<file path="src/pkg/tec_pkg.sv">
// tec_pkg: constants, field layout and carrier types of the timer channels
package tec_pkg;

   // register map, byte offsets inside one channel window
   localparam logic [7:0] TEC_OFS_CLKSEL = 8'h00; // count clock select
   localparam logic [7:0] TEC_OFS_MODE = 8'h04; // channel mode control
   localparam logic [7:0] TEC_OFS_CMP = 8'h08; // compare value
   localparam logic [7:0] TEC_OFS_CNT = 8'h0C; // counter, read only
   localparam logic [7:0] TEC_CH_STRIDE = 8'h10; // distance of channel 1

   // mode control bit positions
   localparam int TEC_BIT_RUN = 7; // count run bit
   localparam int TEC_BIT_PWM = 6; // pwm mode select
   localparam int TEC_BIT_CASC = 4; // cascade join select, channel 1 only
   localparam int TEC_BIT_SET = 3; // output ff set bit
   localparam int TEC_BIT_CLR = 2; // output ff clear bit
   localparam int TEC_BIT_POL = 1; // invert or polarity bit
   localparam int TEC_BIT_OE = 0; // output drive enable

   // reset values and the counter top
   localparam logic [7:0] TEC_RST_CLKSEL = 8'h00; // falling event edge
   localparam logic [7:0] TEC_RST_CMP = 8'h00; // compare value
   localparam logic [7:0] TEC_CNT_TOP = 8'hFF; // last count before wrap

   // count clock select codes
   localparam logic [2:0] TEC_SEL_FALL = 3'h0; // falling event edge
   localparam logic [2:0] TEC_SEL_RISE = 3'h1; // rising event edge
   localparam logic [2:0] TEC_SEL_DIV1 = 3'h2; // system clock
   localparam logic [2:0] TEC_SEL_DIV2 = 3'h3; // system clock / 2
   localparam logic [2:0] TEC_SEL_DIV4 = 3'h4; // system clock / 4
   localparam logic [2:0] TEC_SEL_DIV64 = 3'h5; // system clock / 64
   localparam logic [2:0] TEC_SEL_DIV256 = 3'h6; // system clock / 256
   localparam logic [2:0] TEC_SEL_EXT = 3'h7; // tick from another timer

   // prescaler terminal values for the divided clocks
   localparam logic [7:0] TEC_PRE_DIV2 = 8'h01; // low bit mask /2
   localparam logic [7:0] TEC_PRE_DIV4 = 8'h03; // low bit mask /4
   localparam logic [7:0] TEC_PRE_DIV64 = 8'h3F; // low bit mask /64
   localparam logic [7:0] TEC_PRE_DIV256 = 8'hFF; // low bit mask /256

   // stored part of one channel's mode control
   typedef struct packed {
      logic run; // count run bit
      logic pwm; // pwm mode select
      logic casc; // cascade join select
      logic pol; // invert or polarity bit
      logic oe; // output drive enable
   } tec_mode_type;

   // ahb-lite request from the master
   typedef struct packed {
      logic hsel; // slave select
      logic [31:0] haddr; // byte address
      logic [1:0] htrans; // transfer type
      logic hwrite; // write when high
      logic [2:0] hsize; // transfer size
      logic [31:0] hwdata; // write data, data phase
      logic hready; // bus ready
   } tec_ahb_req_type;

   // ahb-lite answer to the master
   typedef struct packed {
      logic [31:0] hrdata; // read data
      logic hreadyout; // slave ready
      logic hresp; // response, always okay
   } tec_ahb_rsp_type;

endpackage : tec_pkg

</file>
<file path="src/tec_timer.sv">
// tec_timer: two 8-bit timer/event counter channels with cascade and bus
//
// Overview of operation
// - clear-and-start match clears counter, raises interrupt
// - interval timer interrupt every N+1 count clocks
// - event counter increments on each selected edge
// - select 00H falling edge, 01H rising edge
// - event match after N+1 edges, then clear
// - square wave toggles output ff each match
// - square wave frequency is 1/(2t(N+1))
// - pwm output inactive until first overflow
// - overflow drives active level until match
// - pwm match drives inactive until next overflow
// - clearing run forces pwm output inactive
// - pwm period 256, active width N
// - cascade bit joins channels into 16 bits
// - low compare low byte, high compare high
// - cascade match raises low interrupt, clears both
// - cascade uses low channel clock select only
// - polarity bit: pwm active level, else inversion
// - output disabled holds timer pin low
//
// The AHB-Lite slave port and the register offsets were left to the implementer.
`timescale 1ns/10ps

module tec_timer
   import tec_pkg::*;
(
   input wire logic clk_in, // 125 MHz system clock
   input wire logic nrst_in, // asynchronous reset, active low
   input wire tec_ahb_req_type ahb_in, // ahb-lite request
   output tec_ahb_rsp_type ahb_out, // ahb-lite answer
   input wire logic [1:0] event_input_pin_in, // external event pins
   input wire logic [1:0] ext_tick_in, // same-clock ticks, select 7
   output logic [1:0] timer_output_pin_out, // timer output pins
   output logic [1:0] match_interrupt_out // one-cycle match pulses
);

   // channel state
   logic [1:0][2:0] sel_q; // count clock select per channel
   tec_mode_type [1:0] mode_q; // mode control per channel
   logic [1:0][7:0] cmp_q; // compare value per channel
   logic [1:0][7:0] cnt_q; // counter per channel
   logic [1:0] ff_q; // output flip-flop per channel
   logic [1:0] pin_q; // registered timer pins
   logic [1:0] irq_q; // registered match pulses
   logic [7:0] pre_q; // free prescaler

   // event input conditioning, three stages per pin
   logic [1:0] sync1_q; // first stage, only read by the second
   logic [1:0] sync2_q; // second stage
   logic [1:0] sync3_q; // third stage
   logic [1:0] evlvl_q; // accepted event level

   // bus state
   logic wr_pend_q; // write data phase pending
   logic [7:0] wr_addr_q; // address of pending write
   logic [31:0] rdata_q; // read data for the data phase

   // combinational terms
   logic [1:0] rise; // accepted rising edges
   logic [1:0] fall; // accepted falling edges
   logic [1:0] tick; // count clock per channel
   logic [1:0] stop; // counter held clear
   logic [1:0] pwm_on; // channel really in pwm mode
   logic [1:0] hit; // clear-and-start match
   logic [1:0] pwm_hit; // pwm compare match
   logic [1:0] pwm_ovf; // pwm overflow
   logic casc; // channels joined
   logic match16; // 16-bit compare equal
   logic [7:0] wbyte; // write data low byte
   logic rd_ch; // channel named by the bus address phase
   logic [1:0] wr_mode; // mode register written this cycle

   // pick the count clock from a select code
   function automatic logic sel_tick(input logic [2:0] sel,
                                     input logic [7:0] pre,
                                     input logic r,
                                     input logic f,
                                     input logic x);
      logic t;
      t = 1'b0;
      case (sel)
         TEC_SEL_FALL: t = f;
         TEC_SEL_RISE: t = r;
         TEC_SEL_DIV1: t = 1'b1;
         TEC_SEL_DIV2: t = (pre & TEC_PRE_DIV2) == TEC_PRE_DIV2;
         TEC_SEL_DIV4: t = (pre & TEC_PRE_DIV4) == TEC_PRE_DIV4;
         TEC_SEL_DIV64: t = (pre & TEC_PRE_DIV64) == TEC_PRE_DIV64;
         TEC_SEL_DIV256: t = pre == TEC_PRE_DIV256;
         TEC_SEL_EXT: t = x;
         default: t = 1'b0;
      endcase
      return t;
   endfunction : sel_tick

   // map a byte address onto the channel it addresses
   function automatic logic addr_ch(input logic [7:0] a);
      return a[7:0] >= TEC_CH_STRIDE;
   endfunction : addr_ch

   // register offset inside the channel window
   function automatic logic [7:0] addr_ofs(input logic [7:0] a);
      return a & (TEC_CH_STRIDE - 8'h01);
   endfunction : addr_ofs

   // free prescaler feeds the divided count clocks
   always_ff @(posedge clk_in or negedge nrst_in) begin
      if (!nrst_in) begin
         pre_q <= 8'h00;
      end else begin
         pre_q <= pre_q + 8'h01;
      end
   end

   // event pins: a change counts once stages two and three agree
   always_ff @(posedge clk_in or negedge nrst_in) begin
      if (!nrst_in) begin
         sync1_q <= 2'h0;
         sync2_q <= 2'h0;
         sync3_q <= 2'h0;
         evlvl_q <= 2'h0;
      end else begin
         sync1_q <= event_input_pin_in;
         sync2_q <= sync1_q;
         sync3_q <= sync2_q;
         for (int i = 0; i < 2; i++) begin
            if (sync2_q[i] == sync3_q[i]) begin
               evlvl_q[i] <= sync3_q[i];
            end
         end
      end
   end

   // count clocks, matches and overflows
   always_comb begin
      wbyte = ahb_in.hwdata[7:0];
      rd_ch = addr_ch(ahb_in.haddr[7:0]);
      casc = mode_q[1].casc;
      match16 = {cnt_q[1], cnt_q[0]} == {cmp_q[1], cmp_q[0]};
      for (int i = 0; i < 2; i++) begin
         rise[i] = (sync2_q[i] == sync3_q[i]) && sync3_q[i] && !evlvl_q[i];
         fall[i] = (sync2_q[i] == sync3_q[i]) && !sync3_q[i] && evlvl_q[i];
      end
      // count clock of channel 0 (event edge, divided clock or tick) chosen by select code
      tick[0] = sel_tick(sel_q[0], pre_q, rise[0], fall[0],
                         ext_tick_in[0]);
      // in cascade the high half runs off the low half's carry
      if (casc) begin
         tick[1] = tick[0] && mode_q[0].run && !match16
                   && cnt_q[0] == TEC_CNT_TOP;
      end else begin
         tick[1] = sel_tick(sel_q[1], pre_q, rise[1], fall[1],
                            ext_tick_in[1]);
      end
      stop[0] = !mode_q[0].run;
      // stopping the low half also clears the joined high half
      stop[1] = !mode_q[1].run || (casc && !mode_q[0].run);
      pwm_on[0] = mode_q[0].pwm;
      pwm_on[1] = mode_q[1].pwm && !casc;
      for (int i = 0; i < 2; i++) begin
         pwm_ovf[i] = !stop[i] && tick[i] && pwm_on[i]
                      && cnt_q[i] == TEC_CNT_TOP;
         pwm_hit[i] = !stop[i] && tick[i] && pwm_on[i]
                      && cnt_q[i] + 8'h01 == cmp_q[i];
      end
      if (casc) begin
         hit[0] = !stop[0] && tick[0] && match16;
         hit[1] = hit[0];
      end else begin
         for (int i = 0; i < 2; i++) begin
            hit[i] = !stop[i] && tick[i] && !pwm_on[i]
                     && cnt_q[i] == cmp_q[i];
         end
      end
      for (int i = 0; i < 2; i++) begin
         wr_mode[i] = wr_pend_q && addr_ofs(wr_addr_q) == TEC_OFS_MODE
                      && addr_ch(wr_addr_q) == i[0];
      end
   end

   // counters: cleared when stopped, on a match, else count
   always_ff @(posedge clk_in or negedge nrst_in) begin
      if (!nrst_in) begin
         cnt_q <= '0;
      end else begin
         for (int i = 0; i < 2; i++) begin
            if (stop[i] || hit[i]) begin
               cnt_q[i] <= 8'h00;
            end else if (tick[i]) begin
               cnt_q[i] <= cnt_q[i] + 8'h01;
            end
         end
      end
   end

   // match pulses; the joined high half never raises its own
   always_ff @(posedge clk_in or negedge nrst_in) begin
      if (!nrst_in) begin
         irq_q <= 2'h0;
      end else begin
         irq_q[0] <= hit[0] || pwm_hit[0];
         irq_q[1] <= !casc && (hit[1] || pwm_hit[1]);
      end
   end

   // output flip-flops: set/clear by write, toggle or pwm shaping
   always_ff @(posedge clk_in or negedge nrst_in) begin
      if (!nrst_in) begin
         ff_q <= 2'h0;
      end else begin
         for (int i = 0; i < 2; i++) begin
            if (pwm_on[i]) begin
               // stopped pwm sits at the inactive level
               if (stop[i] || pwm_hit[i]) begin
                  ff_q[i] <= 1'b0;
               end else if (pwm_ovf[i]) begin
                  ff_q[i] <= 1'b1;
               end
            end else if (wr_mode[i] && wbyte[TEC_BIT_SET]) begin
               ff_q[i] <= 1'b1; // set bit wins over a match toggle
            end else if (wr_mode[i] && wbyte[TEC_BIT_CLR]) begin
               ff_q[i] <= 1'b0;
            end else if (hit[i] && mode_q[i].pol && !(casc && i == 1)) begin
               ff_q[i] <= !ff_q[i];
            end
         end
      end
   end

   // pins: low when disabled, polarity applied in pwm mode
   always_ff @(posedge clk_in or negedge nrst_in) begin
      if (!nrst_in) begin
         pin_q <= 2'h0;
      end else begin
         for (int i = 0; i < 2; i++) begin
            if (!mode_q[i].oe) begin
               pin_q[i] <= 1'b0;
            end else if (pwm_on[i]) begin
               pin_q[i] <= ff_q[i] ^ mode_q[i].pol;
            end else begin
               pin_q[i] <= ff_q[i];
            end
         end
      end
   end

   // bus: capture the address phase, no wait states
   always_ff @(posedge clk_in or negedge nrst_in) begin
      if (!nrst_in) begin
         wr_pend_q <= 1'b0;
         wr_addr_q <= 8'h00;
      end else begin
         wr_pend_q <= ahb_in.hsel && ahb_in.htrans[1] && ahb_in.hready
                      && ahb_in.hwrite;
         wr_addr_q <= ahb_in.haddr[7:0];
      end
   end

   // read data is prepared at the address phase edge; upper bits zero
   always_ff @(posedge clk_in or negedge nrst_in) begin
      if (!nrst_in) begin
         rdata_q <= 32'h0000_0000;
      end else if (ahb_in.hsel && ahb_in.htrans[1] && ahb_in.hready
                   && !ahb_in.hwrite) begin
         rdata_q <= 32'h0000_0000;
         // an address beyond both windows reads as zero
         if (ahb_in.haddr[31:5] == 27'h0) begin
            case (addr_ofs(ahb_in.haddr[7:0]))
               TEC_OFS_CLKSEL: rdata_q[2:0] <= sel_q[rd_ch];
               TEC_OFS_MODE: begin
                  // set and clear bits always read as zero
                  rdata_q[TEC_BIT_RUN] <= mode_q[rd_ch].run;
                  rdata_q[TEC_BIT_PWM] <= mode_q[rd_ch].pwm;
                  rdata_q[TEC_BIT_CASC] <= mode_q[rd_ch].casc;
                  rdata_q[TEC_BIT_POL] <= mode_q[rd_ch].pol;
                  rdata_q[TEC_BIT_OE] <= mode_q[rd_ch].oe;
               end
               TEC_OFS_CMP: rdata_q[7:0] <= cmp_q[rd_ch];
               TEC_OFS_CNT: rdata_q[7:0] <= cnt_q[rd_ch];
               default: rdata_q <= 32'h0000_0000;
            endcase
         end
      end
   end

   // register writes in the data phase; only the low address byte is decoded, and writes whose low byte is 20H or more
   // are dropped except for the set and clear bits at offset 04H, which still act on ff_q[1]
   always_ff @(posedge clk_in or negedge nrst_in) begin
      if (!nrst_in) begin
         sel_q <= {TEC_RST_CLKSEL[2:0], TEC_RST_CLKSEL[2:0]};
         mode_q <= '0;
         cmp_q <= {TEC_RST_CMP, TEC_RST_CMP};
      end else if (wr_pend_q && wr_addr_q < (TEC_CH_STRIDE << 1)) begin
         case (addr_ofs(wr_addr_q))
            TEC_OFS_CLKSEL: sel_q[addr_ch(wr_addr_q)] <= wbyte[2:0];
            TEC_OFS_MODE: begin
               mode_q[addr_ch(wr_addr_q)].run <= wbyte[TEC_BIT_RUN];
               mode_q[addr_ch(wr_addr_q)].pwm <= wbyte[TEC_BIT_PWM];
               // the join bit exists only in channel 1
               mode_q[addr_ch(wr_addr_q)].casc <= wbyte[TEC_BIT_CASC]
                                                  && addr_ch(wr_addr_q);
               mode_q[addr_ch(wr_addr_q)].pol <= wbyte[TEC_BIT_POL];
               mode_q[addr_ch(wr_addr_q)].oe <= wbyte[TEC_BIT_OE];
            end
            TEC_OFS_CMP: cmp_q[addr_ch(wr_addr_q)] <= wbyte;
            default: ;
         endcase
      end
   end

   // outputs straight from flip-flops, ready and response tied off; the slave never stalls
   assign ahb_out.hrdata = rdata_q;
   assign ahb_out.hreadyout = 1'b1;
   assign ahb_out.hresp = 1'b0;
   assign timer_output_pin_out = pin_q;
   assign match_interrupt_out = irq_q;
endmodule : tec_timer
</file>
<file path="config.mk">
export PLATFORM = sky130hd
export DESIGN_NAME = tec_timer
export DESIGN_NICKNAME = d
export VERILOG_FILES = /design/src/pkg/tec_pkg.sv /design/src/tec_timer.sv
export SDC_FILE = /design/constraint.sdc
export NUM_CORES = 1
export LEC_CHECK = 0
export BUFFER_PORTS_ARGS = -buffer_cell sky130_fd_sc_hd__clkbuf_2
export CORE_ASPECT_RATIO = 0.7
export CORE_UTILIZATION = 54
export CTS_CLUSTER_SIZE = 8
export DETAILED_ROUTE_END_ITERATION = 7
export PLACE_DENSITY = 0.9
export REMOVE_ABC_BUFFERS = 1
export SYNTH_ARGS = -nofsm -noshare
export SYNTH_HDL_FRONTEND = slang
export SYNTH_SLANG_ARGS = --single-unit
</file>
<file path="constraint.sdc">
create_clock -name clk_in -period 2.8 [get_ports clk_in]
set_input_delay 0.28 -clock clk_in [delete_from_list [all_inputs] [get_ports clk_in]]
set_output_delay 0.28 -clock clk_in [all_outputs]
set_load 0.03 [all_outputs]
</file>
==> results.py, run 1 <==
metrics = {
    "clocking": {
        "cts.root.buffer_cell": "clkbuf_16",
        "insertion_delay_ps": 350,
        "numCtsBuffers": 9,
        "cts_sinks": 87,
        "h-tree-depth": 3,
        "cts_tree": "built",
        "clkTransAtPathRegs_ps": 70,
        "cts_resized": 0,
        "clk_path_buf_depth": 2,
    },
    "synthesis": {
        "syn_inst": 463,
        "yosysWarnings": 0,
        "synth_seq_cells": 87,
        "synth.distinct_cells": 60,
        "postSynthAreaPerCell_um2": 10.5,
        "synth.top_cells.by_count": "dfrtp_1, nand2_1, mux2_2",
        "syn-cell-area_mm2": 0.00488,
        "yosys-top-cells-area": "dfrtp_1, mux2_2, xnor2_1",
        "synth_most_common_cell": "dfrtp_1",
        "synth-main-ff-cell": "dfrtp_1",
        "yosysSeqAreaShare_pct": 44.6,
        "async_flop_share_pct": 100,
        "synth_edf_count": 0,
        "synth_top_area_cell": "dfrtp_1",
        "yosys.area.top_type_share_pct": 44.6,
    },
    "global_routing": {
        "grt_max_degree": 52,
        "grt.total_usage_pct": 27.5,
        "grt_pass1_vias": 3710,
        "antenna_found_initial": 0,
        "grt-ovfl-total": 0,
        "grt_pass1_wl_um": 19100,
    },
    "sta": {
        "setup_violations": 0,
        "period_needed_ps": 2640,
        "rsz0062_at_grt": "false",
        "hold_viol": 0,
        "slew_violations": 0,
        "setup_slack_ps": 163,
        "fmax_mhz": 379,
        "fin_crit_sh_pct": 94.2,
        "setup-tns-final_ps": 0,
        "fin_worst_skew_ps": 6.81,
        "tightest_slew_ps": 708,
        "slew_headroom_pct": 52.7,
    },
    "hold_path": {
        "hold_path_end": "sync1_q[1]",
        "min-delay-start": "event_input_pin_in[1]",
        "holdCritPathClass": "in -> reg",
        "hold_depth": 1,
    },
    "drt": {
        "ant_nets": 0,
        "avgRoutedWirePerCell_um": 19.1,
        "routed-via-count": 3851,
        "drc_errors": 0,
        "viasPerCell": 5.89,
        "first_iter_violations": 341,
        "wl_um": 12500,
        "drtPass1Iterations": 5,
    },
    "critical_path": {
        "slowest_delay_ps": 450,
        "reg2reg_to": "ff_q[1]",
        "start_kind": "flip-flop",
        "rr_worst_depth": 8,
        "worstReg2RegStart": "cnt_q[0]",
        "cp_num_buf_inv": 0,
        "cp_top_family": "compound AO/OA/AOI/OAI gates",
        "cp_slowest_cell": "dfrtp_1",
        "path_cells": "ha_1 -> nand4_1 -> nor2_1 -> o311a_1 -> o2111ai_2 -> a211o_1 -> and2_1 -> a211oi_1",
        "crit_type": "reg -> reg",
        "critPathCaptureType": "flip-flop",
        "worst-path-max-fanout": 9,
        "r2r_slack_ps": 160,
        "cp_data_required_time_ps": 3060,
        "cp.arrival_ps": 2890,
        "path_depth": 8,
    },
    "placement": {
        "place_congestion": 0.927,
        "place_ws_ps": 226,
        "place_hpwl_um": 9110,
        "port_buffers": 61,
        "dpl-instance-area_mm2": 0.00523,
    },
    "status": {
        "status": "finished clean",
    },
    "die": {
        "rows": 28,
        "pin_count": 116,
        "core_mm2": 0.00862,
        "fp.dieH_um": 81.5,
        "fp.dieArea_mm2": 0.00943,
        "initial_utilization_pct": 56.6,
        "fp.dieW_um": 116,
    },
    "run": {
        "maxCapViolCount": 0,
    },
    "layout": {
        "design_area_mm2": 0.00555,
        "diodes": 0,
        "final_nets": 614,
        "syn_to_final_growth_pct": 13.8,
        "drive_gt1_share_pct": 25.8,
    },
    "power_and_ir_drop": {
        "p_total_mw": 3.34,
        "p_leak_nw": 2.54,
        "p_per_area_mw_per_mm2": 601,
        "peakVddDrop_uv": 454,
    },
}
## cell type report
type                       instances  area [µm²]
inverter                          13        48.8
tap                              120         150
fill                             692        3060
sequential                        87        2180
clock buffer                      11         253
multi-input combinational        347        2480
timing repair buffer              71         385
clock inverter                     5        63.8
## cells by family (layout without fill, tap and decap cells)
| family | after synthesis | after routing | share of synthesized area [%] |
|---|---|---|---|
| simple gates | 154 | 154 | 16.6 |
| flops | 87 | 87 | 44.6 |
| compound gates | 72 | 72 | 10.6 |
| buf+inv | 53 | 100 | 6.64 |
| xor+xnor | 44 | 44 | 8.05 |
| mux | 44 | 44 | 11.5 |
| fa+ha+maj | 7 | 7 | 1.79 |
| other cells | 2 | 26 | 0.154 |
## worst max-delay path by stage
stage,startpoint,endpoint,slack (ps)
2_1_floorplan,ahb_in[45],rdata_q[3],-130
3_3_place_gp,pre_q[0],ff_q[0],270
4_1_cts,pre_q[0],ff_q[0],210
5_1_grt,pre_q[0],ff_q[1],40
3_5_place_dp,pre_q[0],ff_q[0],230
6_report,cnt_q[0],ff_q[1],160
## flip-flops by register name, indices dropped and copies added (netlist names), 6 cells and up
signal and cells:
sel_q 6, cmp_q 16, pre_q 8, wr_addr_q 8, rdata_q 8, cnt_q 16
mode_q 9
## power breakdown
part           internal (mW)  switching (mW)  leakage [nW]
Clock                  0.746           0.509         0.152
Sequential              1.35           0.135          1.09
Combinational          0.246           0.352          1.30
## through the flow
stage / cells / util (%) / hold WS [ps]
finish: 654 / 64.4 / 41.5
global route: 654 / 64.4 / 34.6
CTS: 654 / 64.4 / 41.0
detailed placement: 637 / 60.7 / 341
global placement: 637 / 60.7 / 329
floorplan: 447 / - / -15.6
## layer usage
| metal | global-route usage, % | vias to the layer above | part of all wire [%] |
|---|---|---|---|
| met4 | 8.72 | 0 | 1.6 |
| met5 | 0 | - | 0 |
| met2 | 42.8 | 195 | 46 |
| met3 | 7.16 | 23 | 9.0 |
| li1 | - | 1743 | - |
| met1 | 37.9 | 1890 | 43 |
## cells in the final DEF (no fill, tap or decap), drive strengths merged, types with 17 or more instances in the layout
cell,instances
xor2,21
conb,26
nor2,31
xnor2,23
nand3,17
a21oi,23
dfrtp,87
clkbuf,71
mux2,35
nand2,37
## what timing repair did
item,CTS,global route
hold buffers,1,0
endpoints found under the hold margin,49,0
buffers inserted,0,0
Power figures use the tool's default switching activity.
==> inputs of run 2 (changes only) <==
CORE_ASPECT_RATIO = 1.1   (was 0.7)
GPL_TIMING_DRIVEN = 0   (was default)
==> run 2 against run 1 <==
Net effect: utilization is 3.1 points lower; worst hold slack got worse by 14 ps; register-to-register slack worse by 20 ps; largest cell class unchanged.
==> results.py, run 2 (same netlist as run 1, synthesis figures left out) <==
metrics = {
    "global_routing": {
        "antenna_found_initial": 0,
        "grt_max_degree": 71,
        "grt_pass1_vias": 3688,
        "grt-ovfl-total": 0,
        "grt_pass1_wl_um": 17900,
        "grt.total_usage_pct": 25.0,
    },
    "sta": {
        "fin_crit_sh_pct": 95.0,
        "fmax_mhz": 376,
        "period_needed_ps": 2660,
        "slew_headroom_pct": 44.6,
        "setup_slack_ps": 140,
        "tightest_slew_ps": 824,
        "rsz0062_at_grt": "false",
        "slew_violations": 0,
        "fin_worst_skew_ps": 10.6,
        "hold_viol": 0,
        "setup-tns-final_ps": 0,
        "setup_violations": 0,
    },
    "die": {
        "initial_utilization_pct": 55.3,
        "fp.dieW_um": 92.6,
        "pin_count": 116,
        "core_mm2": 0.00883,
        "fp.dieArea_mm2": 0.00942,
        "rows": 36,
        "fp.dieH_um": 102,
    },
    "hold_path": {
        "hold_path_end": "sync1_q[1]",
        "hold_depth": 1,
        "min-delay-start": "event_input_pin_in[1]",
        "holdCritPathClass": "in -> reg",
    },
    "placement": {
        "port_buffers": 61,
        "place_ws_ps": 127,
        "place_congestion": 0.947,
        "place_hpwl_um": 8210,
    },
    "layout": {
        "utilization_pct": 61.3,
        "diodes": 0,
        "final_common_cell": "dfrtp_1",
        "final_cell_mix": "dfrtp_1, clkbuf_2, nand2_1",
        "final_nets": 607,
        "drive_gt1_share_pct": 25.1,
        "top_regs": "cmp_q x16, cnt_q x16, mode_q x9",
        "num-fill-cells": 679,
        "syn_to_final_growth_pct": 10.9,
    },
    "run": {
        "maxCapViolCount": 0,
    },
    "clocking": {
        "clkTransAtPathRegs_ps": 90,
        "clk_path_buf_depth": 2,
        "cts_sinks": 87,
        "numCtsBuffers": 9,
        "cts_tree": "built",
        "cts.root.buffer_cell": "clkbuf_8",
        "cts_setup_buffers": 0,
        "insertion_delay_ps": 360,
        "h-tree-depth": 3,
    },
    "critical_path": {
        "worst-path-max-fanout": 8,
        "critPathCaptureType": "flip-flop",
        "rr_worst_depth": 7,
        "r2r_slack_ps": 140,
        "reg2reg_to": "ff_q[0]",
        "cp_data_required_time_ps": 3060,
        "worstReg2RegStart": "pre_q[0]",
        "start_kind": "flip-flop",
        "crit_type": "reg -> reg",
        "cp.arrival_ps": 2920,
    },
    "power_and_ir_drop": {
        "p_total_mw": 2.95,
        "p_leak_nw": 2.47,
        "p_per_area_mw_per_mm2": 545,
        "peakVddDrop_uv": 264,
    },
    "drt": {
        "ant_nets": 0,
        "wl_um": 11200,
        "drc_errors": 0,
        "first_iter_violations": 364,
        "viasPerCell": 6.02,
        "avgRoutedWirePerCell_um": 17.6,
        "drtPass1Iterations": 5,
        "routed-via-count": 3854,
    },
    "status": {
        "status": "finished clean",
    },
}
[run 2: cell types whose count changed in the layout (fill, tap and decap cells not counted), sizes merged]
cell	delta
inv	-1
buf	-8
clkinvlp	-1
clkinv	+1
clkbuf	+1
[run 2: repair_timing]
action,CTS,global route
setup endpoints to repair,0,10
hold buffers,1,0
endpoints found under the hold margin,17,0
resized for setup,0,5
[run 2: per-layer routing]
layer / vias to the layer above / wire (µm) / GRT usage [%]
met5: - / 0 / 0
met4: 0 / 446 / 16.4
met3: 33 / 668 / 4.35
met2: 189 / 5840 / 40.7
met1: 1904 / 4280 / 30.8
li1: 1728 / - / -
[run 2: cell type report]
class	count	area, µm²	area share, %
clock buffers	11	151	2.80
clock inverters	4	45.0	0.832
well taps	114	143	2.64
inverters	13	48.8	0.902
flip-flops and latches	87	2180	40.2
multi-input cells	347	2490	46.1
repair buffers	64	353	6.52
[run 2: worst max path at each step]
stage | start | end | slack (ps) | depth (start not counted)
CTS | pre_q[0] | ff_q[0] | 90 | 7
detailed placement | pre_q[0] | ff_q[0] | 130 | 7
global placement | ahb_in[45] | rdata_q[1] | -1040 | 5
floorplan | ahb_in[45] | rdata_q[3] | -130 | 3
finish | pre_q[0] | ff_q[0] | 140 | 7
global route | pre_q[0] | ff_q[0] | 50 | 7
[run 2: power by group]
part           internal [mW]  total [mW]  switching, mW
sequential              1.35        1.48          0.134
combinational          0.246       0.586          0.340
clock                  0.452       0.883          0.431
total                   2.04        2.95          0.905
[run 2: worst max-delay path, cell delays in order (launching register included)]
cell and delay (ps):
dfrtp_1 490, ha_2 300, nand3_1 170, o31ai_4 240, o31ai_2 190, or4b_4 550
o221a_1 280, o32a_1 340
[run 2: through the flow]
step | instance area [µm²] | cells | hold slack, ps
6_report | 5410 | 640 | 27.2
5_1_grt | 5410 | 640 | 11.0
4_1_cts | 5390 | 640 | 16.9
3_5_place_dp | 5190 | 624 | 204
3_3_place_gp | 5140 | 622 | 334
2_1_floorplan | 4700 | 447 | -15.6
==> inputs of run 3 (changes only) <==
==> constraint.sdc (replaced) <==
create_clock -name clk_in -period 2.8 [get_ports clk_in]
set_input_delay 0.56 -clock clk_in [delete_from_list [all_inputs] [get_ports clk_in]]
set_output_delay 0.56 -clock clk_in [all_outputs]
set_load 0.03 [all_outputs]
==> run 3 against run 2 <==
Net effect: global-route usage unchanged; via count down 1.5%; non-clock buffer count down 1; clock skew down 2.3 ps; utilization down 0.11 points; register-to-register slack about the same; setup slack better by 5.2 ps; final cell count down 0.16%; fmax up 0.20%; combinational power about the same; sequential power about the same; first-iteration DRC count down 6.3%.
==> results.py, run 3 (same netlist as run 1, synthesis figures left out) <==
metrics = {
    "status": {
        "status": "finished clean",
    },
    "critical_path": {
        "cp.arrival_ps": 2910,
        "cp_slowest_cell": "or4b_4",
        "cp_data_required_time_ps": 3050,
        "slowest_delay_ps": 550,
        "crit_type": "reg -> reg",
        "start_kind": "flip-flop",
        "worst-path-max-fanout": 8,
        "rr_worst_depth": 7,
        "critPathCaptureType": "flip-flop",
        "cp_top_family": "compound AO/OA/AOI/OAI gates",
        "path_cells": "ha_2 -> nand3_1 -> o31ai_4 -> o31ai_2 -> or4b_4 -> o221a_1 -> o32a_1",
        "cp_num_buf_inv": 0,
        "path_depth": 7,
    },
    "drt": {
        "drc_errors": 0,
        "avgRoutedWirePerCell_um": 17.4,
        "ant_nets": 0,
        "wl_um": 11100,
        "routed-via-count": 3797,
        "drtPass1Iterations": 5,
        "viasPerCell": 5.94,
        "first_iter_violations": 341,
    },
    "layout": {
        "final_nets": 606,
        "syn_to_final_growth_pct": 10.7,
        "top_regs": "cmp_q x16, cnt_q x16, mode_q x9",
        "final_cell_mix": "dfrtp_1, clkbuf_2, nand2_1",
        "drive_gt1_share_pct": 25.1,
        "final_common_cell": "dfrtp_1",
        "diodes": 0,
        "final_cells": 639,
    },
    "die": {
        "initial_utilization_pct": 55.3,
        "fp.dieH_um": 102,
        "fp.dieW_um": 92.6,
        "core_mm2": 0.00883,
        "pin_count": 116,
        "fp.dieArea_mm2": 0.00942,
        "rows": 36,
    },
    "clocking": {
        "cts_sinks": 87,
        "cts_hold_buf": 0,
        "insertion_delay_ps": 360,
        "clk_path_buf_depth": 2,
        "cts_setup_buffers": 0,
        "clkTransAtPathRegs_ps": 80,
        "numCtsBuffers": 9,
        "cts.root.buffer_cell": "clkbuf_8",
        "cts_tree": "built",
        "h-tree-depth": 3,
    },
    "sta": {
        "fin_crit_sh_pct": 94.8,
        "period_needed_ps": 2650,
        "rsz0062_at_grt": "false",
        "setup-tns-final_ps": 0,
        "tightest_slew_ps": 824,
        "whs_ps": 91.5,
        "fmax_mhz": 377,
        "slew_violations": 0,
        "slew_headroom_pct": 44.6,
        "hold_viol": 0,
        "setup_slack_ps": 146,
        "fin_worst_skew_ps": 8.29,
        "setup_violations": 0,
    },
    "global_routing": {
        "grt_pass1_wl_um": 17900,
        "antenna_found_initial": 0,
        "grt_max_degree": 71,
        "grt_pass1_vias": 3682,
        "grt-ovfl-total": 0,
        "grt.total_usage_pct": 25.0,
    },
    "placement": {
        "port_buffers": 61,
        "place_congestion": 0.947,
        "place_hpwl_um": 8210,
        "place_ws_ps": 4.68,
        "dp.cells": 624,
    },
    "power_and_ir_drop": {
        "p_per_area_mw_per_mm2": 545,
        "p_total_mw": 2.94,
        "peakVddDrop_uv": 259,
        "p_leak_nw": 2.46,
    },
    "hold_path": {
        "holdCritPathClass": "in -> async",
    },
    "run": {
        "maxCapViolCount": 0,
    },
}
[run 3: cell count changes in the layout (fill, tap and decap cells not counted)]
cell,before,now
dlygate4sd3_1,1,0
[run 3: worst paths after layout]
path | startpoint | to | slack (ps)
max | pre_q[0] | ff_q[0] | 150
min | nrst_in | pre_q[2] | 90
max reg2reg | pre_q[0] | ff_q[0] | 150
min reg2reg | sync1_q[1] | sync2_q[1] | 350
max in group asynchronous | nrst_in | wr_addr_q[5] | 2100
min in group clk_in | event_input_pin_in[1] | sync1_q[1] | 310
[run 3: metal layers]
metal  vias up  part of all wire (%)  track usage [%]
li1       1728                     -                -
met1      1887                    39             30.8
met2       153                    52             40.7
met3        29                   4.9             4.35
met4         0                   3.9             16.4
met5         -                     0                0
[run 3: final cells by class]
class,count,area [µm²]
inverter,13,48.8
clock inverter,4,45.0
multi-input combinational,347,2490
sequential,87,2180
tap,114,143
clock buffer,11,151
fill,681,3430
timing repair buffer,63,343
[run 3: report_power, final]
part / internal, mW / leakage, nW / total [mW] / switching [mW]
Clock: 0.452 / 0.105 / 0.878 / 0.427
Combinational: 0.245 / 1.27 / 0.583 / 0.338
Sequential: 1.35 / 1.09 / 1.48 / 0.135
Total: 2.04 / 2.46 / 2.94 / 0.900
[run 3: stage by stage]
| stage | utilization (%) | cell area [µm²] |
|---|---|---|
| floorplan | - | 4700 |
| global placement | 58.3 | 5140 |
| detailed placement | 58.8 | 5190 |
| CTS | 61.0 | 5380 |
| global route | 61.2 | 5400 |
| finish | 61.2 | 5400 |
[run 3: timing repair]
action                                  4_1_cts  5_1_grt
endpoints found under the setup margin        0       10
gates resized for setup                       0        5
endpoints found under the hold margin         0        0
